--- src/hdl/rstseq_pkg.sv ---
// Constants for the reset sequencer: timing counts, configuration bits, flag bits.
// Assumes a 125 MHz CPU clock where one half-clock unit is half a period.
package rstseq_pkg;
  localparam int CLK_PERIOD_PS = 8000;
  localparam int HALF_CLOCK_UNIT_PS = CLK_PERIOD_PS / 2;
  // Times in half-clock units, as the sequence defines them
  localparam int SEQ_LEN_HCU = 1024;
  localparam int SAMPLE_DLY_HCU = 8;
  localparam int MIN_LOW_HCU = 4;
  localparam int ENTRY_HCU = 16;
  // Cycles a pin edge spends in the two-flop synchroniser
  localparam int SYNC_LAT_CYC = 2;
  // Cycle counts derived from the rate (two units per clock)
  localparam int SEQ_LEN_CYC = (SEQ_LEN_HCU * HALF_CLOCK_UNIT_PS) / CLK_PERIOD_PS;
  localparam int SAMPLE_DLY_CYC = (SAMPLE_DLY_HCU * HALF_CLOCK_UNIT_PS) / CLK_PERIOD_PS;
  localparam int MIN_LOW_CYC =
    (MIN_LOW_HCU * HALF_CLOCK_UNIT_PS + CLK_PERIOD_PS - 1) / CLK_PERIOD_PS;
  localparam int ENTRY_CYC = (ENTRY_HCU * HALF_CLOCK_UNIT_PS) / CLK_PERIOD_PS;
  localparam int CNT_W = 10;
  // System configuration register bits
  localparam int CFG_BIDIR_BIT = 3;
  localparam int CFG_PWD_PULLUP_BIT = 4;
  localparam logic [15:0] CFG_RESET = 16'h0000;
  // Reset flag register bits
  localparam int FLG_LONG_HW = 1;
  localparam int FLG_SHORT_HW = 2;
  localparam int FLG_SW = 3;
  localparam int FLG_WDT = 4;
  localparam logic [4:0] FLG_RESET = 5'h00;
  // Configuration port latching
  localparam int P0_HI = 12;
  localparam int P0_LO = 8;
  localparam logic [5:0] P0_FORCED = 6'h3f;
  localparam logic [15:0] P0_RESET = 16'h0000;
  // APB map
  localparam logic [3:0] ADDR_CFG = 4'h0;
  localparam logic [3:0] ADDR_FLAGS = 4'h4;
  localparam logic [3:0] ADDR_P0 = 4'h8;
  localparam logic [3:0] ADDR_STATUS = 4'hc;

  typedef enum logic [2:0] {
    ST_RUN = 3'b000,
    ST_BUSWAIT = 3'b001,
    ST_ENTRY = 3'b010,
    ST_SEQ = 3'b011,
    ST_SAMPLE = 3'b100,
    ST_INIT = 3'b101,
    ST_WATCH = 3'b110
  } rstseq_state_e;

  typedef enum logic [1:0] {
    SRC_HW = 2'b00,
    SRC_SW = 2'b01,
    SRC_WDT = 2'b10
  } rstseq_src_e;
endpackage : rstseq_pkg

--- src/hdl/rstseq_top.sv ---
// Synchronous reset sequencer: software, watchdog and warm hardware resets.
// Assumes pins arrive asynchronous; CPU strobes are single-cycle pulses on clk.
// Operation
// - Software reset instruction starts internal sequence
// - Relatch port bits 12..8, force 7..2 high
// - Software reset always synchronous
// - Software bidir drives reset pin only if powerdown high
// - Watchdog overflow triggers reset sequence
// - Watchdog completes non-ready or ready-low bus cycle
// - Watchdog aborts bus cycle when ready high
// - Watchdog reset synchronous, bidir gated by powerdown
// - Reset out low until end-of-init completes
// - Bidir enable bit 3, writable before end-of-init
// - Bidir pull-down active during whole internal sequence
// - Hardware short bidir: sample 8 units, maybe long
// - Soft/watchdog bidir: low 4 units means hardware
// - Powerdown low releases pin, sequence still completes
// - Every reset sequence clears bidir enable
// - Hardware flag masks earlier software/watchdog flag
// - Powerdown pull-up enabled at sequence end if configured
// - Powerdown pull-down on while reset pin low
// - Powerdown low with reset low: asynchronous reset
// - Warm reset needs reset pin low 4 units
// - Sequence 1024 units, sample 8 units later
//
// Local design decisions: the register offsets and the APB interface to the registers.
module rstseq_top
  import rstseq_pkg::*;
(
  // Clock and reset
  input wire logic clk,
  input wire logic rst_n,
  // APB slave
  input wire logic psel,
  input wire logic penable,
  input wire logic pwrite,
  input wire logic [3:0] paddr,
  input wire logic [31:0] pwdata,
  output logic [31:0] prdata,
  output logic pready,
  output logic pslverr,
  // CPU events
  input wire logic soft_reset_instr,
  input wire logic end_of_init_instr,
  input wire logic wdt_overflow,
  // External bus cycle state
  input wire logic bus_cycle_active,
  input wire logic bus_uses_ready,
  input wire logic bus_waits_done,
  input wire logic ready_n,
  output logic bus_abort,
  // Pins
  input wire logic filtered_reset_in,
  input wire logic powerdown_reset_pin,
  input wire logic [15:0] config_port_zero,
  output logic reset_in_pin_o,
  output logic reset_in_pin_oe,
  output logic reset_out_pin,
  output logic pd_pullup_en,
  output logic pd_pulldown_en,
  // Core reset and latched configuration
  output logic core_reset,
  output logic async_reset_req,
  output logic [15:0] port_cfg
);
  rstseq_state_e state, next_state;
  rstseq_src_e src, next_src;
  logic [CNT_W-1:0] cnt, next_cnt;
  logic [15:0] cfg, next_cfg;
  logic [4:0] flags, next_flags;
  logic [15:0] p0_lat, next_p0_lat;
  logic initd, next_initd;
  logic pull, next_pull;
  logic rout, next_rout;
  logic pdu, next_pdu;
  logic pdd, next_pdd;
  logic abort_q, next_abort_q;
  logic areq, next_areq;
  logic [31:0] rdata, next_rdata;
  logic rf_s1, rf_s2, pd_s1, pd_s2;
  logic [15:0] p0_s1, p0_s2;
  logic wr, rd, sw_seq;

  // Pins pass two flops; the first stage feeds only the second
  always_ff @(posedge clk or negedge rst_n)
  begin
    if (!rst_n)
    begin
      rf_s1 <= 1'b1;
      rf_s2 <= 1'b1;
      pd_s1 <= 1'b1;
      pd_s2 <= 1'b1;
      p0_s1 <= P0_RESET;
      p0_s2 <= P0_RESET;
    end
    else
    begin
      rf_s1 <= filtered_reset_in;
      rf_s2 <= rf_s1;
      pd_s1 <= powerdown_reset_pin;
      pd_s2 <= pd_s1;
      p0_s1 <= config_port_zero;
      p0_s2 <= p0_s1;
    end
  end

  assign wr = psel && penable && pwrite;
  assign rd = psel && !penable && !pwrite;
  // Our own pull during a soft/watchdog sequence must not look like a hardware reset
  assign sw_seq = (src != SRC_HW) && (state == ST_BUSWAIT || state == ST_ENTRY
    || state == ST_SEQ);

  always_comb
  begin
    next_state = state;
    next_src = src;
    next_cnt = cnt;
    next_cfg = cfg;
    next_flags = flags;
    next_p0_lat = p0_lat;
    next_initd = initd;
    next_pull = pull;
    next_rout = rout;
    next_pdu = pdu;
    next_abort_q = 1'b0;
    next_areq = areq;
    next_rdata = rdata;
    next_pdd = !rf_s2;
    if (!rf_s2 && !pd_s2 && !sw_seq)
      next_areq = 1'b1;
    if (wr && paddr == ADDR_CFG && !initd)
      next_cfg = pwdata[15:0];
    case (state)
      ST_RUN:
      begin
        if (!rf_s2)
        begin
          next_src = SRC_HW;
          next_cnt = CNT_W'(1);
          next_state = ST_ENTRY;
        end
        else if (soft_reset_instr)
        begin
          next_src = SRC_SW;
          next_cnt = '0;
          next_state = ST_ENTRY;
        end
        else if (wdt_overflow)
        begin
          next_src = SRC_WDT;
          next_cnt = '0;
          next_state = ST_BUSWAIT;
        end
      end
      ST_BUSWAIT:
      begin
        // Ready-driven cycle that reads high at the wait end is cut short
        if (!bus_cycle_active || (bus_uses_ready && bus_waits_done && !ready_n))
          next_state = ST_ENTRY;
        else if (bus_uses_ready && bus_waits_done && ready_n)
        begin
          next_abort_q = 1'b1;
          next_state = ST_ENTRY;
        end
      end
      ST_ENTRY:
      begin
        // A glitch below the minimum width returns to RUN or INIT with rout, initd and cfg untouched; core_reset is high for one cycle
        if (src == SRC_HW && rf_s2 && cnt < CNT_W'(MIN_LOW_CYC))
          next_state = initd ? ST_RUN : ST_INIT;
        else
        begin
          next_rout = 1'b0;
          next_initd = 1'b0;
          if (src != SRC_HW || cnt >= CNT_W'(ENTRY_CYC))
          begin
            next_cnt = '0;
            next_pdu = 1'b0;
            next_pull = cfg[CFG_BIDIR_BIT] && (src == SRC_HW || pd_s2);
            next_state = ST_SEQ;
          end
          else
            next_cnt = cnt + CNT_W'(1);
        end
      end
      ST_SEQ:
      begin
        if (!pd_s2 && src != SRC_HW)
          next_pull = 1'b0;
        if (cnt == CNT_W'(SEQ_LEN_CYC - 1))
        begin
          next_cnt = '0;
          next_pull = 1'b0;
          next_pdu = cfg[CFG_PWD_PULLUP_BIT];
          next_cfg[CFG_BIDIR_BIT] = 1'b0;
          if (src == SRC_HW)
            next_state = ST_SAMPLE;
          else
          begin
            // Soft/watchdog: relatch only the config field 12..8
            next_p0_lat[P0_HI:P0_LO] = p0_s2[P0_HI:P0_LO];
            next_p0_lat[7:2] = P0_FORCED;
            next_flags = FLG_RESET;
            next_flags[FLG_SW] = 1'b1;
            next_flags[FLG_WDT] = (src == SRC_WDT);
            next_state = cfg[CFG_BIDIR_BIT] ? ST_WATCH : ST_INIT;
          end
        end
        else
          next_cnt = cnt + CNT_W'(1);
      end
      ST_SAMPLE:
      begin
        if (cnt == CNT_W'(SAMPLE_DLY_CYC - 1))
        begin
          next_flags = FLG_RESET;
          next_flags[FLG_SW] = 1'b1;
          next_flags[FLG_SHORT_HW] = 1'b1;
          next_flags[FLG_LONG_HW] = !rf_s2;
          if (rf_s2)
          begin
            next_p0_lat = p0_s2;
            next_state = ST_INIT;
          end
          else
            next_cnt = CNT_W'(SAMPLE_DLY_CYC);
        end
        else if (cnt == CNT_W'(SAMPLE_DLY_CYC))
        begin
          // Long reset: wait for the input to rise, the long flag stays set
          if (rf_s2)
          begin
            next_p0_lat = p0_s2;
            next_state = ST_INIT;
          end
        end
        else
          next_cnt = cnt + CNT_W'(1);
      end
      ST_WATCH:
      begin
        if (rf_s2)
          next_state = ST_INIT;
        // The first low samples are only the synchroniser catching up with the release
        else if (cnt == CNT_W'(SYNC_LAT_CYC + MIN_LOW_CYC - 1))
        begin
          next_src = SRC_HW;
          next_cnt = CNT_W'(MIN_LOW_CYC);
          next_state = ST_ENTRY;
        end
        else
          next_cnt = cnt + CNT_W'(1);
      end
      ST_INIT:
      begin
        if (!rf_s2)
        begin
          next_src = SRC_HW;
          next_cnt = CNT_W'(1);
          next_state = ST_ENTRY;
        end
        else if (soft_reset_instr)
        begin
          next_src = SRC_SW;
          next_cnt = '0;
          next_state = ST_ENTRY;
        end
        else if (wdt_overflow)
        begin
          next_src = SRC_WDT;
          next_cnt = '0;
          next_state = ST_BUSWAIT;
        end
        else if (end_of_init_instr)
        begin
          next_rout = 1'b1;
          next_initd = 1'b1;
          next_state = ST_RUN;
        end
      end
      default:
        next_state = ST_RUN;
    endcase
    if (rd)
    begin
      case (paddr)
        ADDR_CFG: next_rdata = {16'h0000, cfg};
        ADDR_FLAGS: next_rdata = {27'h0000000, flags};
        ADDR_P0: next_rdata = {16'h0000, p0_lat};
        ADDR_STATUS: next_rdata = {27'h0000000, initd, 1'b0, state};
        default: next_rdata = 32'h00000000;
      endcase
    end
  end

  always_ff @(posedge clk or negedge rst_n)
  begin
    if (!rst_n)
    begin
      state <= ST_INIT;
      src <= SRC_HW;
      cnt <= '0;
      cfg <= CFG_RESET;
      flags <= FLG_RESET;
      p0_lat <= P0_RESET;
      initd <= 1'b0;
      pull <= 1'b0;
      rout <= 1'b0;
      pdu <= 1'b0;
      pdd <= 1'b0;
      abort_q <= 1'b0;
      areq <= 1'b0;
      rdata <= 32'h00000000;
    end
    else
    begin
      state <= next_state;
      src <= next_src;
      cnt <= next_cnt;
      cfg <= next_cfg;
      flags <= next_flags;
      p0_lat <= next_p0_lat;
      initd <= next_initd;
      pull <= next_pull;
      rout <= next_rout;
      pdu <= next_pdu;
      pdd <= next_pdd;
      abort_q <= next_abort_q;
      areq <= next_areq;
      rdata <= next_rdata;
    end
  end

  // Open-drain: drive low only while pulling
  assign reset_in_pin_o = 1'b0;
  assign reset_in_pin_oe = pull;
  assign reset_out_pin = rout;
  assign pd_pullup_en = pdu;
  assign pd_pulldown_en = pdd;
  assign bus_abort = abort_q;
  assign async_reset_req = areq;
  assign port_cfg = p0_lat;
  assign prdata = rdata;
  // Zero wait state slave; unmapped reads give zero, never an error
  assign pready = 1'b1;
  assign pslverr = 1'b0;
  logic core_q;
  always_ff @(posedge clk or negedge rst_n)
  begin
    if (!rst_n)
      core_q <= 1'b1;
    else
      core_q <= (next_state != ST_RUN) && (next_state != ST_INIT);
  end
  assign core_reset = core_q;

  a_seq_pull_end: assert property (@(posedge clk) disable iff (!rst_n)
    (state == ST_SEQ && cnt == CNT_W'(SEQ_LEN_CYC - 1)) |=> !reset_in_pin_oe)
    else $error("pull-down not released at sequence end");
  a_bidir_clear: assert property (@(posedge clk) disable iff (!rst_n)
    (state == ST_SEQ && cnt == CNT_W'(SEQ_LEN_CYC - 1)) |=> !cfg[CFG_BIDIR_BIT])
    else $error("bidir enable not cleared");
  a_rout_low: assert property (@(posedge clk) disable iff (!rst_n)
    (state == ST_SEQ) |-> !reset_out_pin)
    else $error("reset out high during sequence");
  a_pd_gate: assert property (@(posedge clk) disable iff (!rst_n)
    (state == ST_SEQ && src != SRC_HW && !pd_s2) |=> !reset_in_pin_oe)
    else $error("pin driven with powerdown low");
  a_cfg_lock: assert property (@(posedge clk) disable iff (!rst_n)
    (initd && state == ST_RUN) |=> $stable(cfg))
    else $error("config changed after init");
  a_pulldown: assert property (@(posedge clk) disable iff (!rst_n)
    (!rf_s2) |=> pd_pulldown_en)
    else $error("powerdown pull-down off");
  a_async_req: assert property (@(posedge clk) disable iff (!rst_n)
    (!rf_s2 && !pd_s2 && !sw_seq) |=> async_reset_req)
    else $error("async reset not requested");
  a_sw_sync: assert property (@(posedge clk) disable iff (!rst_n)
    (sw_seq && !async_reset_req) |=> !async_reset_req)
    else $error("software reset turned asynchronous");
  a_long_keep: assert property (@(posedge clk) disable iff (!rst_n)
    (state == ST_SAMPLE && cnt == CNT_W'(SAMPLE_DLY_CYC)) |=> flags[FLG_LONG_HW])
    else $error("long flag lost");
  a_wdt_abort: assert property (@(posedge clk) disable iff (!rst_n)
    (state == ST_BUSWAIT && bus_cycle_active && bus_uses_ready && bus_waits_done
     && ready_n) |=> bus_abort && state == ST_ENTRY)
    else $error("bus cycle not aborted");
  a_sw_latch: assert property (@(posedge clk) disable iff (!rst_n)
    (state == ST_SEQ && src != SRC_HW && cnt == CNT_W'(SEQ_LEN_CYC - 1))
    |=> port_cfg[7:2] == P0_FORCED)
    else $error("port bits not forced");
  c_sw: cover property (@(posedge clk) disable iff (!rst_n)
    state == ST_SEQ && src == SRC_SW);
  c_wdt_abort: cover property (@(posedge clk) disable iff (!rst_n) bus_abort);
  c_degen: cover property (@(posedge clk) disable iff (!rst_n)
    state == ST_WATCH ##1 state == ST_ENTRY);
  c_long: cover property (@(posedge clk) disable iff (!rst_n) flags[FLG_LONG_HW]);
endmodule : rstseq_top

--- config.mk ---
export PLATFORM = sky130hd
export DESIGN_NAME = rstseq_top
export DESIGN_NICKNAME = d
export VERILOG_FILES = /design/src/hdl/rstseq_pkg.sv /design/src/hdl/rstseq_top.sv
export SDC_FILE = /design/constraint.sdc
export NUM_CORES = 1
export LEC_CHECK = 0
export BUFFER_PORTS_ARGS = -buffer_cell sky130_fd_sc_hd__buf_2
export CORE_MARGIN = 10
export CORE_UTILIZATION = 30
export CTS_BUF_LIST = sky130_fd_sc_hd__clkbuf_16
export CTS_CLUSTER_SIZE = 24
export DETAILED_ROUTE_END_ITERATION = 10
export GPL_TIMING_DRIVEN = 0
export HOLD_SLACK_MARGIN = 0.03
export PLACE_DENSITY_LB_ADDON = 0.25
export REMOVE_ABC_BUFFERS = 1
export SKIP_CTS_REPAIR_TIMING = 1
export SYNTH_ARGS = -nofsm -noshare
export SYNTH_HDL_FRONTEND = slang
export SYNTH_SLANG_ARGS = --single-unit
--- constraint.sdc ---
create_clock -name clk -period 4.95 [get_ports clk]
set_clock_uncertainty 0.15 [all_clocks]
set_input_delay 0.7425 -clock clk [delete_from_list [all_inputs] [get_ports clk]]
set_output_delay 0.7425 -clock clk [all_outputs]
set_load 0.02 [all_outputs]
# Word-level counts from Yosys, hierarchy flattened
# Index checks and enable logic that the tools add are counted.
dict set report word_totals {
  register_bits 127
  out_inout_bits 58
  elab_cells 176
}
dict set report op_classes {
  n_addsub 1
  order_cmp 2
  eq_ne 30
  mux 71
  reduce_logical 50
}
# operator count
set ops {}
lappend ops {{two-way mux 10 bit} 11}
lappend ops {{one-hot mux 16 bit (4 select lines)} 1}
lappend ops {{two-way mux 3 bit} 18}
lappend ops {{one-hot mux 10 bit (5 select lines)} 1}
lappend ops {{two-way mux 16 bit} 3}
lappend ops {{two-way mux 11 bit} 2}
lappend ops {{one-hot mux 11 bit (2 select lines)} 1}
lappend ops {{one-hot mux 3 bit (7 select lines)} 1}
lappend ops {{AND reduction 4 bit} 5}
lappend ops {{!= test 2 bit, second input constant} 9}
lappend ops {{logical AND 1 bit} 17}
lappend ops {{two-way mux 1 bit} 17}
lappend ops {{two-way mux 5 bit} 3}
lappend ops {{two-way mux 2 bit} 7}
lappend ops {{!= test 3 bit, second input constant} 4}
lappend ops {{AND reduction 6 bit} 2}
lappend ops {{nonzero test 2 bit} 6}
lappend ops {{adder 10 x 1 -> 10 bit, second input constant} 1}
lappend ops {{== test 10 x 2 -> 1 bit, second input constant} 1}
lappend ops {{== test 10 x 3 -> 1 bit, second input constant} 1}
lappend ops {{== test 10 x 9 -> 1 bit, second input constant} 1}
lappend ops {{>= comparator 10 x 4 -> 1 bit, second input constant} 1}
lappend ops {{less-than comparator 10 x 2 -> 1 bit, second input constant} 1}
lappend ops {{one-hot mux 5 bit (2 select lines)} 1}
lappend ops {{21 further kinds} 39}

# Depth between registers and ports, before layout
dict set report logic_depth {
  ltp_word 7
  depth_mapped 9
}

# Least setup slack after synthesis
# Ideal clock, no wire load.
dict set report synth_timing {
  path_kind {input -> register}
  start {input port paddr[2]}
  end {register cfg[10]}
  setup_time_ns 0.125
  arrival_ns 2.404
  slack_ns 2.271
  path_stages 6
  n_path_buf 3
  path_cell_list {clkbuf_1 > nor4_1 > and4_1 > clkbuf_1 > buf_2 > mux2_2}
}
dict set report synth_via {
  elab_chain_cells 3
}
# item line
set synth_lines {}
lappend synth_lines {{from (decl)} rstseq_top.sv:37} ;# input wire logic [3:0] paddr,
lappend synth_lines {{logical NOT 4 bit} rstseq_top.sv:131} ;# if (wr && paddr == ADDR_CFG && !initd)
lappend synth_lines {{logical AND 1 bit (2 in series)} rstseq_top.sv:131}
lappend synth_lines {{to (signal assigned)} rstseq_top.sv:320} ;# cfg <= next_cfg;
lappend synth_lines {{to (decl)} rstseq_top.sv:69} ;# logic [15:0] cfg, next_cfg;
# Every way passes these cells.
# A chain may end at the register's enable or synchronous reset.

# Worst setup path after layout
dict set report layout_timing {
  start {register rf_s2}
  end {register cnt[0]}
}
dict set report layout_via {
  elab_chain_cells 4
}
# item line
set layout_lines {}
lappend layout_lines {{from (decl)} rstseq_top.sv:80} ;# logic rf_s1, rf_s2, pd_s1, pd_s2;
lappend layout_lines {{from (signal assigned)} rstseq_top.sv:99} ;# rf_s2 <= rf_s1;
lappend layout_lines {{logical AND 1 bit (2 in series)} rstseq_top.sv:169} ;# if (src == SRC_HW && rf_s2 && cnt < CNT_W'(MIN_LOW_CYC))
lappend layout_lines {{!= test 2 bit (no source line)} --}
lappend layout_lines {{AND reduction 6 bit (no source line)} --}
lappend layout_lines {{to (signal assigned)} rstseq_top.sv:319} ;# cnt <= next_cnt;
lappend layout_lines {{to (decl)} rstseq_top.sv:68} ;# logic [CNT_W-1:0] cnt, next_cnt;
# Parallel ways exist; a longest one is shown, timed or not.

==> flow_metrics.py <==
metrics = {
    "job": {
        "max_cap_viol_count": 0,
    },
    "sta": {
        "final-setup-viol-count": 0,
        "relSlewSlack_pct": 23.54,
        "tightest_slew_ns": 1.139,
        "fmax_mhz": 310.4,
        "min_period_ns": 3.222,
        "rsz0062_at_grt": "false",
        "fin_hold_ws_ns": 0.1999,
        "final_hold_viol_count": 0,
        "fin_crit_sh_pct": 65.09,
        "maxSlewViolCount": 0,
        "tns_ns": 0,
    },
    "global_route": {
        "grt_usage_pct": 12.21,
        "antenna_found_initial": 0,
        "grt_overflow": 0,
        "grt_max_degree": 75,
        "first_global_vias": 3786,
        "grt_pass1_wl_um": 21280,
    },
    "detailed_routing": {
        "vias_per_cell": 4.821,
        "via_count": 3577,
        "drt_first_pass_iters": 4,
        "ant_nets": 0,
        "drc": 0,
        "wl_per_cell_um": 17.54,
        "wirelength_um": 13010,
        "drt_iter0_markers": 236,
    },
    "worst_setup_path": {
        "cp-end-kind": "flop",
        "worstPathArrival_ns": 3.31,
        "path_class": "reg -> reg",
        "startpoint_type": "flop",
        "worstPathRequired_ns": 5.03,
        "crit_fanout": 15,
    },
    "logic_synthesis": {
        "synth.avg_cell_area_um2": 11.06,
        "syn_inst": 440,
        "yosys_register_bits": 110,
        "ys_warn_count": 0,
        "synth_flop_cell": "dfrtp_1",
        "async_reset_ff_share_pct": 100.0,
        "synth.distinct_cells": 63,
        "ys_seq_area_share_pct": 56.75,
        "syn_area_um2": 4866,
        "synth_edf_count": 0,
    },
    "clocking": {
        "path_clk_slew_ns": 0.07,
        "cts_max_path_buffers": 2,
        "root_buffer": "clkbuf_16",
        "h-tree-depth": 3,
        "clk_latency_ns": 0.35,
        "numClockSinks": 110,
        "numCtsBuffers": 9,
        "tritoncts": "yes",
    },
    "power": {
        "p_per_area_nw_per_um2": 515.7,
        "p_leak_nw": 2.710,
        "ir_worst_vdd_uv": 199.3,
    },
    "die": {
        "fp.dieArea_um2": 21710,
        "ioPinCount": 124,
        "initial_core_util_pct": 30.63,
        "core-area_um2": 15890,
        "die_w_um": 147.4,
        "die_y_um": 147.4,
        "num_rows": 46,
    },
    "placed_design": {
        "hpwl_um": 9728,
        "dpl.cell_count": 726,
        "place.gp.congestion": 0.8329,
        "io_buffers": 88,
    },
    "final_layout": {
        "fin_nets": 589,
        "layout_common_cells": "dfrtp_1 (103), buf_2 (87), nand2_1 (53)",
        "final_common_cell": "dfrtp_1",
        "n_antenna_cell": 0,
        "final_cells": 742,
        "utilization_pct": 36.43,
        "drive_above_1_share_pct": 28.71,
        "area_growth_pct": 18.93,
    },
    "hold_path": {
        "hold_class": "reg -> reg",
    },
    "status": {
        "status": "completed",
    },
}
-- Yosys cell counts, types with 3 or more instances --
cell type / number / area share, %
nor4_1: 3 / 0.39
nor3b_1: 4 / 0.62
nor2b_1: 6 / 0.77
and2_1: 3 / 0.39
nand2_1: 53 / 4.1
a21o_1: 4 / 0.62
clkbuf_1: 14 / 1.1
nor3_1: 11 / 1.1
nand2b_1: 4 / 0.51
or3_1: 3 / 0.39
nand3b_1: 3 / 0.46
a22o_1: 9 / 1.6
nand3_1: 6 / 0.62
nand4_1: 3 / 0.39
buf_4: 20 / 3.1
a21oi_1: 10 / 1.0
nor4b_1: 3 / 0.54
mux2_2: 22 / 5.1
dfrtp_1: 103 / 53
a22oi_1: 14 / 2.2
inv_1: 10 / 0.77
nor2_1: 26 / 2.0
o31ai_1: 3 / 0.46
o21ai_0: 34 / 3.5
mux4_2: 3 / 1.4
or2_2: 4 / 0.51
dfstp_2: 7 / 3.8
-- layout make-up --
type,instances,area (um2)
fillers,1632,10100
inverters,10,37.54
multi-input cells,299,1923
clock buffers,9,225.2
clock inverters,7,83.83
flip-flops and latches,110,2761
well taps,216,270.3
repair buffers,91,485.5
-- worst paths after layout --
kind	start	end	slack, ns	cells after the start
min in group asynchronous	rst_n	pd_pulldown_en	0.21	1
min reg2reg	p0_s1[10]	p0_s2[10]	0.20	0
max in group asynchronous	rst_n	prdata[5]	3.72	2
max reg2reg	rf_s2	cnt[0]	1.73	6
min	p0_s1[10]	p0_s2[10]	0.20	0
max	rf_s2	cnt[0]	1.73	6
-- critical path, cell delays in order, from the launching register on --
cell and delay, ns:
dfstp_2 0.74, nor3b_1 0.60, a21oi_1 0.15, o32ai_1 0.46, or3_1 0.43, nor2_1 0.23, a221o_1 0.35
-- flip-flops by register name, summed over array words and instances, names as in the netlist, 2 cells and up --
| name | flops |
|---|---|
| p0_s1 | 16 |
| cfg | 16 |
| prdata | 16 |
| flags | 4 |
| cnt | 10 |
| state | 3 |
| p0_s2 | 16 |
| src | 2 |
| port_cfg | 16 |
-- metrics by stage --
step	worst slack [ns]	area, um2	total power [mW]
floorplan	1.893	4710	1.887
global placement	0.8242	5420	2.243
detailed placement	1.725	5478	2.259
CTS	1.792	5787	3.014
global route	1.505	5787	3.190
finish	1.728	5787	2.984
-- where the power goes --
group	internal [mW]	total, mW	switching [mW]
clock	0.400	0.742	0.342
combinational	0.380	0.982	0.602
sequential	1.06	1.26	0.198
-- per-layer routing --
layer | up-vias | GRT usage [%] | share of wire, %
li1 | 1718 | - | -
met1 | 1725 | 16.64 | 47
met2 | 121 | 18.03 | 44
met3 | 13 | 3.071 | 6.8
met4 | 0 | 4.955 | 2.1
met5 | - | 0 | 0
-- logic make-up after synthesis --
kind of cell             Yosys count  synth area share, %
other                              2               0.1543
AO/OA/AOI/OAI                    107                15.20
buffers and inverters             48                5.297
XOR/XNOR                           2               0.3601
adder cells (fa/ha/maj)            2               0.5142
AND/OR/NAND/NOR                  142                14.84
multiplexers                      27                6.891
flip-flops                       110                56.75
Power figures use the tool's default switching activity.
